<file path="src/verilog/erg_defs.svh">
// Shared constants for the reservation gating link
`ifndef ERG_DEFS_SVH
`define ERG_DEFS_SVH
`define ERG_ADDR_W 32
`define ERG_MASTERS 2
`define ERG_GRAN_LSB 2
`define ERG_RETRY_CYC 1
`endif

</file>
<file path="src/verilog/erg_pkg.sv">
// Types used by the device end of the reservation gating link
`default_nettype none
package erg_pkg;
    typedef enum logic [2:0] {
        ERG_IDLE = 3'b000,
        ERG_ARB = 3'b001,
        ERG_SAMPLE = 3'b011,
        ERG_ADDR = 3'b010,
        ERG_WAIT = 3'b110,
        ERG_DONE = 3'b111
    } erg_state_t;
endpackage : erg_pkg
`default_nettype wire

</file>
<file path="src/verilog/erg_link_if.sv">
// Interface joining the device end and the snoop end
`timescale 1ns/100ps
`default_nettype none
`include "erg_defs.svh"
interface erg_link_if;
    logic bus_request_n;
    logic bus_grant_n;
    logic transfer_start_n;
    logic [`ERG_ADDR_W-1:0] addr;
    logic write;
    logic store_cond;
    logic load_res;
    logic address_ack_n;
    logic address_retry_n;
    logic cancel_reservation_n;
    logic write_commit;
    modport device (
        output bus_request_n, transfer_start_n, addr, write, store_cond, load_res,
        input bus_grant_n, address_ack_n, address_retry_n, cancel_reservation_n,
        input write_commit
    );
    modport snoop (
        input bus_request_n, transfer_start_n, addr, write, store_cond, load_res,
        output bus_grant_n, address_ack_n, address_retry_n, cancel_reservation_n,
        output write_commit
    );
endinterface : erg_link_if
`default_nettype wire

</file>
<file path="src/verilog/erg_device.sv">
// Device end: gates external store-conditional cycles on reservation state
//
// Notes on behaviour
// - Snoop logic watches every local access
// - One reservation entry per reserving master
// - Load-with-reservation sets entry and address
// - Other master store clears that reservation
// - Status valid before store-conditional address phase
// - Sample cancel first; asserted means no cycle
// - Negated cancel lets store-conditional run
// - After retry resample cancel and grant
// - Lost remote reservation: retry, drop status
// - Withhold store-conditional address ack until remote safe; plain stores are acked at once
// - Retried cycle never writes remote memory
// - Single master needs no tracking logic
// - Port mode treats reservation always valid (device end only; snoop end still refuses the write)
// - Cancel is per-CPU active-low level
// - On retry back off, repeat address
// - Own ordinary store keeps reservation
// - Lost reservation: store-conditional writes nothing
`timescale 1ns/100ps
`default_nettype none
`include "erg_defs.svh"
module erg_device #(
    parameter int ADDR_W = `ERG_ADDR_W
) (
    input wire logic ref_clk_i,
    input wire logic rst_i,
    erg_link_if.device link,
    input wire logic req_valid_i,
    input wire logic [ADDR_W-1:0] req_addr_i,
    input wire logic req_write_i,
    input wire logic req_store_cond_i,
    input wire logic req_load_res_i,
    input wire logic cr_port_mode_i,
    output logic req_ready_o,
    output logic done_o,
    output logic sc_success_o
);
    // ----------------------------------------------------------------
    // Elaboration check
    // ----------------------------------------------------------------
    if (ADDR_W != `ERG_ADDR_W) begin : g_bad_width
        $error("erg_device: ADDR_W must match the link width");
    end

    // ----------------------------------------------------------------
    // State
    // ----------------------------------------------------------------
    // Request fields held in flops for the whole bus cycle
    erg_pkg::erg_state_t state_ff, nxt_state;
    logic [ADDR_W-1:0] addr_ff, nxt_addr;
    logic write_ff, nxt_write, sc_ff, nxt_sc, lr_ff, nxt_lr;
    logic breq_n_ff, nxt_breq_n, ts_n_ff, nxt_ts_n;
    logic ready_ff, nxt_ready, done_ff, nxt_done, succ_ff, nxt_succ;
    logic cr_ff, nxt_cr;
    logic cancelled;

    // Cancel matters only for store-conditional cycles
    // Port mode forces the reservation valid
    assign cancelled = sc_ff && !cr_port_mode_i && !cr_ff;

    // ----------------------------------------------------------------
    // Bus sequencer
    // ----------------------------------------------------------------
    // Next-state logic for the bus sequencer
    always_comb
    begin
        nxt_state = state_ff;
        nxt_addr = addr_ff;
        nxt_write = write_ff;
        nxt_sc = sc_ff;
        nxt_lr = lr_ff;
        nxt_breq_n = breq_n_ff;
        nxt_ts_n = 1'b1;
        nxt_ready = 1'b0;
        nxt_done = 1'b0;
        nxt_succ = 1'b0;
        nxt_cr = cr_ff;
        case (state_ff)
            erg_pkg::ERG_IDLE:
            begin
                // Ready is registered, so a take lands one cycle after it rises
                nxt_ready = 1'b1;
                if (req_valid_i && ready_ff)
                begin
                    nxt_ready = 1'b0;
                    nxt_addr = req_addr_i;
                    nxt_write = req_write_i;
                    nxt_sc = req_store_cond_i & req_write_i;
                    nxt_lr = req_load_res_i & ~req_write_i;
                    nxt_breq_n = 1'b0;
                    nxt_state = erg_pkg::ERG_ARB;
                end
            end
            erg_pkg::ERG_ARB:
            begin
                // Grant is looked at again after every retry
                // Cancel is a level; one registered sample decides the cycle
                if (!link.bus_grant_n)
                begin
                    nxt_cr = link.cancel_reservation_n;
                    nxt_state = erg_pkg::ERG_SAMPLE;
                end
            end
            erg_pkg::ERG_SAMPLE:
            begin
                if (cancelled)
                begin
                    // Abandon: nothing goes on the bus
                    nxt_breq_n = 1'b1;
                    nxt_done = 1'b1;
                    nxt_state = erg_pkg::ERG_DONE;
                end
                else
                begin
                    nxt_ts_n = 1'b0;
                    nxt_state = erg_pkg::ERG_ADDR;
                end
            end
            erg_pkg::ERG_ADDR:
            begin
                // Start lasts one cycle; the answer comes in WAIT
                nxt_state = erg_pkg::ERG_WAIT;
            end
            erg_pkg::ERG_WAIT:
            begin
                if (!link.address_retry_n)
                begin
                    // Back off and repeat the address phase
                    // Status may have dropped, so ARB samples it afresh
                    nxt_state = erg_pkg::ERG_ARB;
                end
                else if (!link.address_ack_n)
                begin
                    // Success only when a store-conditional got its ack
                    nxt_breq_n = 1'b1;
                    nxt_done = 1'b1;
                    nxt_succ = sc_ff;
                    nxt_state = erg_pkg::ERG_DONE;
                end
            end
            erg_pkg::ERG_DONE:
            begin
                // One quiet cycle keeps requests from overlapping
                nxt_state = erg_pkg::ERG_IDLE;
            end
            default:
            begin
                // Unused codes fall back to idle
                nxt_state = erg_pkg::ERG_IDLE;
            end
        endcase
    end

    // ----------------------------------------------------------------
    // Registers
    // ----------------------------------------------------------------
    // Registers of the sequencer
    always_ff @(posedge ref_clk_i)
    begin
        if (rst_i)
        begin
            state_ff <= erg_pkg::ERG_IDLE;
            addr_ff <= '0;
            write_ff <= 1'b0;
            sc_ff <= 1'b0;
            lr_ff <= 1'b0;
            breq_n_ff <= 1'b1;
            ts_n_ff <= 1'b1;
            ready_ff <= 1'b0;
            done_ff <= 1'b0;
            succ_ff <= 1'b0;
            cr_ff <= 1'b1;
        end
        else
        begin
            state_ff <= nxt_state;
            addr_ff <= nxt_addr;
            write_ff <= nxt_write;
            sc_ff <= nxt_sc;
            lr_ff <= nxt_lr;
            breq_n_ff <= nxt_breq_n;
            ts_n_ff <= nxt_ts_n;
            ready_ff <= nxt_ready;
            done_ff <= nxt_done;
            succ_ff <= nxt_succ;
            cr_ff <= nxt_cr;
        end
    end

    // ----------------------------------------------------------------
    // Outputs
    // ----------------------------------------------------------------
    // Link and user outputs straight from flops
    assign link.bus_request_n = breq_n_ff;
    assign link.transfer_start_n = ts_n_ff;
    assign link.addr = addr_ff;
    assign link.write = write_ff;
    assign link.store_cond = sc_ff;
    assign link.load_res = lr_ff;
    assign req_ready_o = ready_ff;
    assign done_o = done_ff;
    assign sc_success_o = succ_ff;
endmodule : erg_device
`default_nettype wire

</file>
<file path="src/flat_wrapper.sv">
// flat-port wrapper written by rule: the top's interface ports become plain ports
module erg_device_flat 
#(
    parameter int ADDR_W = `ERG_ADDR_W
)
  (ref_clk_i, rst_i, req_valid_i, req_addr_i, req_write_i, req_store_cond_i, req_load_res_i, cr_port_mode_i, req_ready_o, done_o, sc_success_o, link_bus_request_n, link_transfer_start_n, link_addr, link_write, link_store_cond, link_load_res, link_bus_grant_n, link_address_ack_n, link_address_retry_n, link_cancel_reservation_n, link_write_commit);
  erg_link_if link_i ();
  input wire logic ref_clk_i;
  input wire logic rst_i;
  input wire logic req_valid_i;
  input wire logic [ADDR_W-1:0] req_addr_i;
  input wire logic req_write_i;
  input wire logic req_store_cond_i;
  input wire logic req_load_res_i;
  input wire logic cr_port_mode_i;
  output logic req_ready_o;
  output logic done_o;
  output logic sc_success_o;
  output wire logic [$bits(link_i.bus_request_n)-1:0] link_bus_request_n;
  output wire logic [$bits(link_i.transfer_start_n)-1:0] link_transfer_start_n;
  output wire logic [$bits(link_i.addr)-1:0] link_addr;
  output wire logic [$bits(link_i.write)-1:0] link_write;
  output wire logic [$bits(link_i.store_cond)-1:0] link_store_cond;
  output wire logic [$bits(link_i.load_res)-1:0] link_load_res;
  input wire logic [$bits(link_i.bus_grant_n)-1:0] link_bus_grant_n;
  input wire logic [$bits(link_i.address_ack_n)-1:0] link_address_ack_n;
  input wire logic [$bits(link_i.address_retry_n)-1:0] link_address_retry_n;
  input wire logic [$bits(link_i.cancel_reservation_n)-1:0] link_cancel_reservation_n;
  input wire logic [$bits(link_i.write_commit)-1:0] link_write_commit;
  assign link_bus_request_n = link_i.bus_request_n;
  assign link_transfer_start_n = link_i.transfer_start_n;
  assign link_addr = link_i.addr;
  assign link_write = link_i.write;
  assign link_store_cond = link_i.store_cond;
  assign link_load_res = link_i.load_res;
  assign link_i.bus_grant_n = link_bus_grant_n;
  assign link_i.address_ack_n = link_address_ack_n;
  assign link_i.address_retry_n = link_address_retry_n;
  assign link_i.cancel_reservation_n = link_cancel_reservation_n;
  assign link_i.write_commit = link_write_commit;
  erg_device #(.ADDR_W(ADDR_W)) u_core (.ref_clk_i(ref_clk_i), .rst_i(rst_i), .link(link_i), .req_valid_i(req_valid_i), .req_addr_i(req_addr_i), .req_write_i(req_write_i), .req_store_cond_i(req_store_cond_i), .req_load_res_i(req_load_res_i), .cr_port_mode_i(cr_port_mode_i), .req_ready_o(req_ready_o), .done_o(done_o), .sc_success_o(sc_success_o));
endmodule
</file>
<file path="config.mk">
export PLATFORM = sky130hd
export DESIGN_NAME = erg_device_flat
export DESIGN_NICKNAME = d
export VERILOG_FILES = /design/src/verilog/erg_pkg.sv /design/src/verilog/erg_link_if.sv /design/src/verilog/erg_device.sv /design/src/flat_wrapper.sv
export VERILOG_INCLUDE_DIRS = /design/src /design/src/verilog
export SDC_FILE = /design/constraint.sdc
export NUM_CORES = 1
export LEC_CHECK = 0
export BUFFER_PORTS_ARGS = -buffer_cell sky130_fd_sc_hd__buf_2
export CORE_MARGIN = 2
export CORE_UTILIZATION = 49
export DETAILED_ROUTE_END_ITERATION = 8
export PLACE_DENSITY = 0.84
export SLEW_MARGIN = 20
export SYNTH_ARGS = -nofsm -noshare
export SYNTH_HDL_FRONTEND = slang
export SYNTH_SLANG_ARGS = --single-unit
</file>
<file path="constraint.sdc">
create_clock -name ref_clk_i -period 3 [get_ports ref_clk_i]
set_clock_uncertainty 0.15 [all_clocks]
set_input_delay 0.15 -clock ref_clk_i [delete_from_list [all_inputs] [get_ports ref_clk_i]]
set_output_delay 0.15 -clock ref_clk_i [all_outputs]
set_load 0.03 [all_outputs]
</file>
# After elaboration in Yosys (flattened, before gate mapping)
# Index checks and enable logic that the tools add are counted.
[word_totals] ff_bits=44 wordCells=59 input_bits=44
[op_classes] reduce_logical=14 n_bitwise=8 mux=16 eq_ne=10
[op_table] op="$mux 3" n=5
[op_table] op="$pmux 3 s5" n=1
[op_table] op="$mux 1" n=8
[op_table] op="$eq 3x2->1 const B" n=2
[op_table] op="$ne 2x2->1 const B" n=3
[op_table] op="$not 1->1" n=6
[op_table] op="$reduce_and 5->1" n=1
[op_table] op="$ne 2x1->1 const B" n=2
[op_table] op="$reduce_and 2->1" n=2
[op_table] op="$reduce_or 2->1" n=2
[op_table] op="$reduce_or 4->1" n=1
[op_table] op="$eq 3x1->1 const B" n=1
[op_table] op="$eq 3x3->1 const B" n=1
[op_table] op="$logic_and 1x1->1" n=3
[op_table] op="$logic_not 3->1" n=1
[op_table] op="$ne 3x3->1 const B" n=1
[op_table] op="$pmux 1 s3" n=1
[op_table] op="$reduce_and 3->1" n=1
[op_table] op="$reduce_bool 3->1" n=1
[op_table] op="$and 1x1->1" n=2
[op_table] op="$logic_not 1->1" n=2
[op_table] op="$pmux 1 s2" n=1

# Longest topological paths before layout
# Gate-level depths: netlist of the first run.
[depth] ltp_word=5 mapped_depth=6 ltp_nobuf=3

# Least setup slack after synthesis of the first run
# No wires, ideal clock.
[synth_path] kind="register to register" start="register u_core.sc_ff, in the netlist u_core.link.store_cond" end="register u_core.state_ff[0]" arrival_ns=1.336 period_less_slack_ns=1.546 path_stages_with_launch=4 setup_slack_ns=1.454 setup_ns=0.060 cell_sequence="dfxtp_1 -> or3b_2 -> a2bb2oi_1 -> o2111a_1"
[synth_between] elab_chain_len=4
[synth_lines] item="start, declared" line_no="erg_device.sv:53" text="logic write_ff, nxt_write, sc_ff, nxt_sc, lr_ff, nxt_lr;"
[synth_lines] item="start signal, assigned" line_no="erg_device.sv:181" text="sc_ff <= nxt_sc;"
[synth_lines] item="$logic_and 1x1->1 (2 in series)" line_no="erg_device.sv:61" text="assign cancelled = sc_ff && !cr_port_mode_i && !cr_ff;"
[synth_lines] item="$mux 3" line_no="erg_device.sv:108" text="if (cancelled)"
[synth_lines] item="$pmux 3 s5" line_no="erg_device.sv:80" text="case (state_ff)"
[synth_lines] item="end signal, assigned" line_no="erg_device.sv:164" text="state_ff <= erg_pkg::ERG_IDLE;"
[synth_lines] item="end signal, assigned" line_no="erg_device.sv:178" text="state_ff <= nxt_state;"
[synth_lines] item="end, declared" line_no="erg_device.sv:51" text="erg_pkg::erg_state_t state_ff, nxt_state;"
# No other way between the ends.
# A chain may end at the register's enable or synchronous reset.

# Final worst setup path of the first run
[layout_path] start="register u_core.state_ff[0]" end="register u_core.cr_ff"
[layout_between] elab_chain_len=2
[layout_lines] item="$eq 3x1->1" line_no="erg_device.sv:80"
[layout_lines] item="$reduce_and 2->1 (no source line)"
[layout_lines] item="end signal, assigned" line_no="erg_device.sv:188" text="cr_ff <= nxt_cr;"
[layout_lines] item="end, declared" line_no="erg_device.sv:56" text="logic cr_ff, nxt_cr;"
# No other way between the ends.

==> flow_summary.json, run 1 <==
{
  "max_cap_viol_count": 0,
  "endpoint_kind": "flip-flop",
  "r2r-start": "u_core.state_ff[0]",
  "clkSinkCount": 44,
  "die_w_um": 64.2,
  "final_area_um2": 2630,
  "timing.final.crit_share_pct": 73.5,
  "post_dp_cell_area_um2": 2150,
  "r2r_slack_ns": 0.80,
  "areaGrowthSynthToFinish_pct": 48.3,
  "period_needed_ns": 2.20,
  "fin_setup_tns_ns": 0,
  "pwr_density_cell_nw_per_um2": 617,
  "num_vias": 1933,
  "wl_per_cell_um": 14.7,
  "fin_nets": 360,
  "final_common_cell": "buf_2",
  "relSlewSlack_pct": 38.3,
  "routabilityCongestion": 0.773,
  "crit_type": "reg2reg",
  "hold_violations": 0,
  "layout-drive-gt1-share_pct": 31.5,
  "hold_depth": 4,
  "wl_um": 5350,
  "ys_seq_area_share_pct": 49.6,
  "io_pins": 84,
  "port_buffers": 82,
  "drt_iter0_drc": 164,
  "grt_pass1_vias": 1841,
  "drv_slew": 0,
  "ff2ff_path_depth": 4,
  "leakage_nw": 1.12,
  "antennaDiodeCount": 0,
  "vias_per_cell": 5.33,
  "cts_buffers": 5,
  "grt_use_total_pct": 26.9,
  "start_util_pct": 52.0,
  "ant_nets": 0,
  "syn_nets": 247,
  "ys_ff_latch": 44,
  "cts_setup_buffers": 0,
  "clockRootBuffer": "clkbuf_4",
  "synth_warnings": 0,
  "crit_end": "u_core.cr_ff",
  "num_rows": 21,
  "firstDrtPassIters": 4,
  "netlist_instances": 203,
  "die_area_um2": 4120,
  "dp_hpwl_um": 2860,
  "h-tree-depth": 2,
  "gr-total-overflow": 0,
  "tightest_slew_ns": 0.925,
  "final_cell_mix": "82 x buf_2, 44 x dfxtp_1, 41 x dlygate4sd3_1",
  "finalSetupViolCount": 0,
  "vdd_drop_max_mv": 0.369,
  "startpoint": "u_core.state_ff[0]",
  "cts-resized-gates": 0,
  "syn_area_um2": 1780,
  "startpoint_type": "flip-flop",
  "rsz0062_at_grt": "no",
  "fmax_mhz": 454,
  "reg2reg_to": "u_core.cr_ff",
  "grt_pass1_wl_um": 8670,
  "drc": 0,
  "synth_cell_type_count": 29,
  "syn_area_per_cell_um2": 8.75,
  "cp_max_fo": 12,
  "status": "finished clean",
  "hp-class": "in2reg",
  "grt_max_degree": 41,
  "antenna_found_initial": 0,
  "cts_tree": "done",
  "crit_arrival_ns": 2.31,
  "required_ns": 3.11,
  "cts.clk_slew.worst_paths_ns": 0.13,
  "power.total_w": 0.00162,
  "clock_latency_ns": 0.35,
  "cts.path.max_buffers": 2,
  "die_y_um": 64.2,
  "coreArea_um2": 3420
}
[state kept, by name, indices dropped and copies added, names as in the netlist]
signal and flops:
u_core.req_ready_o 1, u_core.link.write 1, u_core.link.addr 32, u_core.link.bus_request_n 1, u_core.sc_success_o 1, u_core.link.load_res 1, u_core.link.transfer_start_n 1, u_core.done_o 1
u_core.link.store_cond 1, u_core.cr_ff 1, u_core.state_ff 3
[metal layers]
| layer | GRT usage [%] | vias to the layer above | wire, um |
|---|---|---|---|
| li1 | - | 956 | - |
| met1 | 30.2 | 894 | 2100 |
| met2 | 47.4 | 65 | 2810 |
| met3 | 6.34 | 18 | 270 |
| met4 | 13.3 | 0 | 171 |
| met5 | 0 | - | 0 |
[worst min path at each step]
stage                                endpoint                from  slack [ns]
after floorplan           u_core.sc_success_o  link_address_ack_n        0.08
after global placement    u_core.sc_success_o  link_address_ack_n        0.20
after detailed placement  u_core.sc_success_o  link_address_ack_n        0.21
after CTS                  u_core.state_ff[1]    link_bus_grant_n        0.01
after global routing       u_core.state_ff[1]    link_bus_grant_n        0.04
final                      u_core.state_ff[1]    link_bus_grant_n       0.005
[Yosys cell counts]
cell / instances / area (um^2)
and2_1: 1 / 6.26
o2111a_1: 1 / 11.3
a2bb2oi_1: 1 / 8.76
a21oi_1: 37 / 185
nand4b_1: 2 / 17.5
or3_4: 1 / 11.3
o21ai_1: 25 / 125
nor2_1: 2 / 7.51
nand3_1: 34 / 170
inv_1: 3 / 11.3
nand4_1: 2 / 12.5
nor4b_1: 1 / 8.76
buf_6: 5 / 56.3
and3b_1: 1 / 8.76
dfxtp_1: 44 / 881
nand2_1: 3 / 11.3
buf_2: 9 / 45.0
nor3_4: 1 / 16.3
o21ai_2: 4 / 35.0
clkbuf_1: 7 / 26.3
nor2b_1: 2 / 12.5
o21ai_0: 9 / 45.0
mux2i_1: 1 / 10.0
o21a_1: 1 / 7.51
nand3b_1: 2 / 15.0
o32a_1: 1 / 10.0
or3b_2: 1 / 8.76
nor3_1: 1 / 5.00
nor4_1: 1 / 6.26
[area by class of cell]
| type | count | area, um^2 |
|---|---|---|
| multi-input cells | 135 | 756 |
| repair buffers | 127 | 851 |
| flip-flops and latches | 44 | 881 |
| fillers | 251 | 783 |
| well taps | 46 | 57.6 |
| inverters | 3 | 11.3 |
| clock inverters | 2 | 35.0 |
| clock buffers | 6 | 41.3 |
[critical path, cell delays in order, from the launching register on]
cell,delay [ns]
dfxtp_1,0.58
nor4b_1,0.49
mux2i_1,0.27
dlygate4sd3_1,0.57
nand2_1,0.05
[logic make-up (layout without fill, tap and decap cells)]
logic type	after synthesis	in the layout	share of synthesized area (%)
AOI/OAI and AO/OA	79	79	24.1
and+or+nand+nor	55	55	17.9
DFF	44	44	49.6
buffers and inverters	24	138	7.82
muxes	1	1	0.564
[power breakdown]
group          switching [W]  leakage (nW)  internal, W  total, W
Sequential         0.0000481         0.358     0.000645  0.000694
Clock               0.000190        0.0422     0.000175  0.000365
Combinational       0.000381         0.724     0.000185  0.000567
Total               0.000619          1.12      0.00101   0.00162
[what timing repair did]
action,in CTS,in global routing
setup endpoints to repair,0,0
hold buffers,41,0
endpoints found under the hold margin,40,0
[metrics by stage]
stage / util [%] / hold slack, ns / setup slack (ns) / std cells
6_report: 77.1 / 0.00472 / 0.795 / 363
3_3_place_gp: 62.8 / 0.201 / 1.14 / 314
3_5_place_dp: 62.8 / 0.205 / 1.09 / 314
2_1_floorplan: - / 0.0765 / 1.45 / 203
4_1_cts: 77.1 / 0.0122 / 0.983 / 363
5_1_grt: 77.1 / 0.0395 / 0.697 / 363
(Power assumes the default switching activity.)
==> run 2, diff against run 1 <==
--- a/config.mk
+++ b/config.mk
@@ -8,9 +8,9 @@
 export LEC_CHECK = 0
 export BUFFER_PORTS_ARGS = -buffer_cell sky130_fd_sc_hd__buf_2
 export CORE_MARGIN = 2
-export CORE_UTILIZATION = 49
+export CORE_UTILIZATION = 45
 export DETAILED_ROUTE_END_ITERATION = 8
-export PLACE_DENSITY = 0.84
+export PLACE_DENSITY = 0.78
 export SLEW_MARGIN = 20
 export SYNTH_ARGS = -nofsm -noshare
 export SYNTH_HDL_FRONTEND = slang
==> constraint.sdc (replaced) <==
create_clock -name ref_clk_i -period 2.1 [get_ports ref_clk_i]
set_clock_uncertainty 0.15 [all_clocks]
set_input_delay 0.105 -clock ref_clk_i [delete_from_list [all_inputs] [get_ports ref_clk_i]]
set_output_delay 0.105 -clock ref_clk_i [all_outputs]
set_load 0.03 [all_outputs]
==> flow_summary.json, run 2 (synthesis gave the netlist of run 1 again) <==
{
  "status": "finished clean",
  "die_w_um": 66.8,
  "vdd_drop_max_mv": 0.543,
  "dp_cells": 318,
  "port_buffers": 82,
  "largest_reg_flops": 32,
  "cts.clk_slew.worst_paths_ns": 0.08,
  "grt_pass1_wl_um": 8040,
  "leakage_nw": 1.13,
  "cts_setup_buffers": 0,
  "final_area_um2": 2640,
  "die_y_um": 66.8,
  "drt_iter0_drc": 87,
  "worst_path_largest_cell_delay_ns": 0.56,
  "die_area_um2": 4460,
  "max_cap_viol_count": 0,
  "coreArea_um2": 3720,
  "grt_pass1_vias": 1769,
  "tightest_slew_ns": 0.484,
  "ant_nets": 0,
  "grt_use_total_pct": 23.5,
  "firstDrtPassIters": 4,
  "final_cell_mix": "82 x buf_2, 43 x dfxtp_1, 38 x dlygate4sd3_1",
  "post_dp_cell_area_um2": 2160,
  "fmax_mhz": 526,
  "clock_latency_ns": 0.28,
  "drv_slew": 0,
  "gr-total-overflow": 0,
  "cp_max_fo": 10,
  "hp-class": "in2reg",
  "dp_hpwl_um": 2900,
  "antennaDiodeCount": 0,
  "routabilityCongestion": 0.762,
  "clkSinkCount": 44,
  "required_ns": 2.13,
  "fillers": 305,
  "path_cells": "nor4b_1 > mux2i_1 > dlygate4sd3_1 > nand2_1",
  "hold_violations": 0,
  "timing.final.crit_share_pct": 90.5,
  "layout-drive-gt1-share_pct": 32.9,
  "startpoint_type": "flip-flop",
  "rsz0062_at_grt": "no",
  "endpoint_kind": "flip-flop",
  "start_util_pct": 47.8,
  "crit_arrival_ns": 1.93,
  "io_pins": 84,
  "fin_util_pct": 71.0,
  "num_rows": 22,
  "cts_buffers": 5,
  "wl_um": 5090,
  "fin_setup_tns_ns": 0,
  "areaGrowthSynthToFinish_pct": 48.6,
  "pwr_density_cell_nw_per_um2": 885,
  "period_needed_ns": 1.90,
  "grt_max_degree": 38,
  "cts_tree": "done",
  "crit_type": "reg2reg",
  "clockRootBuffer": "clkbuf_8",
  "worst_path_max_delay_cell": "dlygate4sd3_1",
  "cts.path.max_buffers": 2,
  "drc": 0,
  "vias_per_cell": 5.23,
  "antenna_found_initial": 0,
  "finalSetupViolCount": 0,
  "num_vias": 1903,
  "whs_ns": 0.0181,
  "fin_nets": 359,
  "relSlewSlack_pct": 67.7,
  "layout.cells.non_filler": 364,
  "wl_per_cell_um": 14.0,
  "final_common_cell": "buf_2",
  "h-tree-depth": 2
}
[run 2: cell types whose count changed in the layout (fill, tap and decap cells not counted), sizes merged]
| cell | before | now |
|---|---|---|
| clkinv | 1 | 2 |
| dlygate4sd3 | 41 | 38 |
| bufinv | 1 | 0 |
| buf | 86 | 88 |
[run 2: routing by layer]
layer	vias up	routed length, um	global-route usage [%]
met5	-	0	0
met4	0	34	6.89
met3	2	270	4.73
met2	64	2700	43.6
met1	886	2090	27.0
li1	951	-	-
[run 2: stage by stage]
stage	worst slack [ns]	total power [W]
after floorplan	0.554	0.00161
after global placement	0.513	0.00175
after detailed placement	0.496	0.00176
after CTS	0.111	0.00234
after global routing	0.0689	0.00246
final	0.199	0.00233
[run 2: layout make-up]
class / instances / area [um^2] / area share (%)
Sequential cell: 44 / 882 / 33.4
Timing Repair Buffer: 126 / 836 / 31.7
Multi-Input combinational cell: 135 / 756 / 28.7
Clock buffer: 6 / 82.6 / 3.13
Tap cell: 48 / 60.1 / 2.28
Inverter: 3 / 11.3 / 0.427
Clock inverter: 2 / 10.0 / 0.380
[run 2: final timing paths]
| kind | startpoint | cells past startpoint | endpoint | slack (ns) |
|---|---|---|---|---|
| worst min-delay path | link_address_retry_n | 3 | u_core.sc_success_o | 0.02 |
| worst max-delay path | u_core.state_ff[1] | 4 | u_core.cr_ff | 0.20 |
| worst max register to register | u_core.state_ff[1] | 4 | u_core.cr_ff | 0.20 |
| worst min register to register | u_core.link.addr[13] | 2 | u_core.link.addr[13] | 0.32 |
[run 2: worst max-delay path: cells and delay by family (launching register included)]
kind / cells / cell delay, ns
multiplexers: 1 / 0.22
flip-flops: 1 / 0.42
AND/OR/NAND/NOR: 2 / 0.45
buffers and inverters: 1 / 0.56
[run 2: repair_timing]
| action | in CTS | in global routing |
|---|---|---|
| endpoints found under the hold margin | 37 | 0 |
| resized for setup | 0 | 1 |
| setup endpoints to repair | 0 | 1 |
| hold buffers | 38 | 0 |
[run 2: power by group]
part	leakage [nW]	switching, W	total (W)	internal (W)
clock network	0.0510	0.000268	0.000531	0.000263
registers	0.358	0.0000687	0.000991	0.000923
logic	0.717	0.000538	0.000812	0.000274
==> run 3, diff against run 2 <==
--- a/config.mk
+++ b/config.mk
@@ -8,9 +8,10 @@
 export LEC_CHECK = 0
 export BUFFER_PORTS_ARGS = -buffer_cell sky130_fd_sc_hd__buf_2
 export CORE_MARGIN = 2
-export CORE_UTILIZATION = 45
+export CORE_UTILIZATION = 47
+export CTS_BUF_LIST = sky130_fd_sc_hd__clkbuf_2 sky130_fd_sc_hd__clkbuf_4 sky130_fd_sc_hd__clkbuf_8
 export DETAILED_ROUTE_END_ITERATION = 8
-export PLACE_DENSITY = 0.78
+export PLACE_DENSITY = 0.81
 export SLEW_MARGIN = 20
 export SYNTH_ARGS = -nofsm -noshare
 export SYNTH_HDL_FRONTEND = slang
==> flow_summary.json, run 3 (synthesis gave the netlist of run 1 again) <==
{
  "largest_reg_flops": 32,
  "cts_buffers": 5,
  "drc": 0,
  "cts.clk_slew.worst_paths_ns": 0.08,
  "cts-resized-gates": 0,
  "timing.final.crit_share_pct": 85.7,
  "final_cell_mix": "82 x buf_2, 44 x dfxtp_1, 38 x dlygate4sd3_1",
  "cp_max_fo": 10,
  "final_area_um2": 2630,
  "num_vias": 1939,
  "die_y_um": 65.5,
  "firstDrtPassIters": 4,
  "leakage_nw": 1.12,
  "path_cells": "nand3b_1 > nor4_1 > dlygate4sd3_1",
  "routabilityCongestion": 0.779,
  "dp_cells": 316,
  "vias_per_cell": 5.36,
  "dp_hpwl_um": 2880,
  "relSlewSlack_pct": 70.1,
  "port_buffers": 82,
  "finalSetupViolCount": 0,
  "grt_use_total_pct": 25.2,
  "die_area_um2": 4290,
  "tightest_slew_ns": 0.449,
  "die_w_um": 65.5,
  "cts_tree": "done",
  "endpoint_kind": "flip-flop",
  "rsz0062_at_grt": "no",
  "drt_iter0_drc": 179,
  "wl_um": 5110,
  "grt_pass1_vias": 1800,
  "crit_type": "reg2reg",
  "coreArea_um2": 3630,
  "ant_nets": 0,
  "worst_path_max_delay_cell": "dlygate4sd3_1",
  "fin_setup_tns_ns": 0,
  "startpoint_type": "flip-flop",
  "vdd_drop_max_mv": 0.565,
  "wl_per_cell_um": 14.1,
  "h-tree-depth": 2,
  "required_ns": 2.19,
  "num_rows": 22,
  "gr-total-overflow": 0,
  "pwr_density_cell_nw_per_um2": 897,
  "period_needed_ns": 1.80,
  "clkSinkCount": 44,
  "worst_path_largest_cell_delay_ns": 0.59,
  "layout-drive-gt1-share_pct": 32.2,
  "busiest_layer": "met2",
  "use_met1_pct": 29.0,
  "start_util_pct": 48.9,
  "antenna_found_initial": 0,
  "clock_latency_ns": 0.29,
  "grtUsageMet2_pct": 45.0,
  "fmax_mhz": 556,
  "antennaDiodeCount": 0,
  "max_cap_viol_count": 0,
  "layout.cells.non_filler": 362,
  "cts_setup_buffers": 0,
  "fin_nets": 357,
  "grt_pass1_wl_um": 8210,
  "cts.path.max_buffers": 2,
  "io_pins": 84,
  "grt_max_degree": 38,
  "ctsHoldBuffers": 38,
  "use_met3_pct": 6.68,
  "final_common_cell": "buf_2",
  "post_dp_cell_area_um2": 2150,
  "hold_violations": 0,
  "areaGrowthSynthToFinish_pct": 47.9,
  "crit_arrival_ns": 1.89,
  "hp-class": "in2reg",
  "clockRootBuffer": "clkbuf_8",
  "drv_slew": 0,
  "status": "finished clean"
}
run 3: power breakdown:
part	leakage, nW	internal [W]	switching [W]
clock network	0.0523	0.000294	0.000268
logic	0.708	0.000256	0.000545
registers	0.358	0.000922	0.0000694
run 3: path summary, 6_finish.rpt:
path,start,endpoint,slack [ns],cells past startpoint
setup / recovery,u_core.state_ff[1],u_core.sc_success_o,0.30,3
hold / removal,link_bus_grant_n,u_core.cr_ff,0.03,4
setup reg to reg,u_core.state_ff[1],u_core.sc_success_o,0.30,3
hold reg to reg,u_core.link.addr[13],u_core.link.addr[13],0.31,2
run 3: cell type report:
class / count / area (um^2)
fillers: 304 / 1010
well taps: 48 / 60.1
multi-input cells: 135 / 756
inverters: 3 / 11.3
repair buffers: 124 / 821
clock buffers: 8 / 97.6
flip-flops and latches: 44 / 881
run 3: per-layer routing:
layer,routed length (um),vias to the layer above
met2,2630,82
met5,0,-
met1,2060,902
met4,88,0
li1,-,946
met3,341,9
run 3: critical path, delay by kind of cell (launching register included):
| family | cells | cell delay [ns] |
|---|---|---|
| buffers and inverters | 1 | 0.59 |
| DFF | 1 | 0.56 |
| and+or+nand+nor | 2 | 0.45 |
run 3: through the flow:
stage	setup slack, ns	util [%]	hold slack [ns]	power (W)
global route	0.229	72.3	0.0222	0.00250
detailed placement	0.499	59.1	0.164	0.00174
floorplan	0.554	-	0.0315	0.00161
CTS	0.365	72.3	0.00342	0.00235
finish	0.301	72.3	0.0273	0.00236
global placement	0.514	59.1	0.165	0.00174
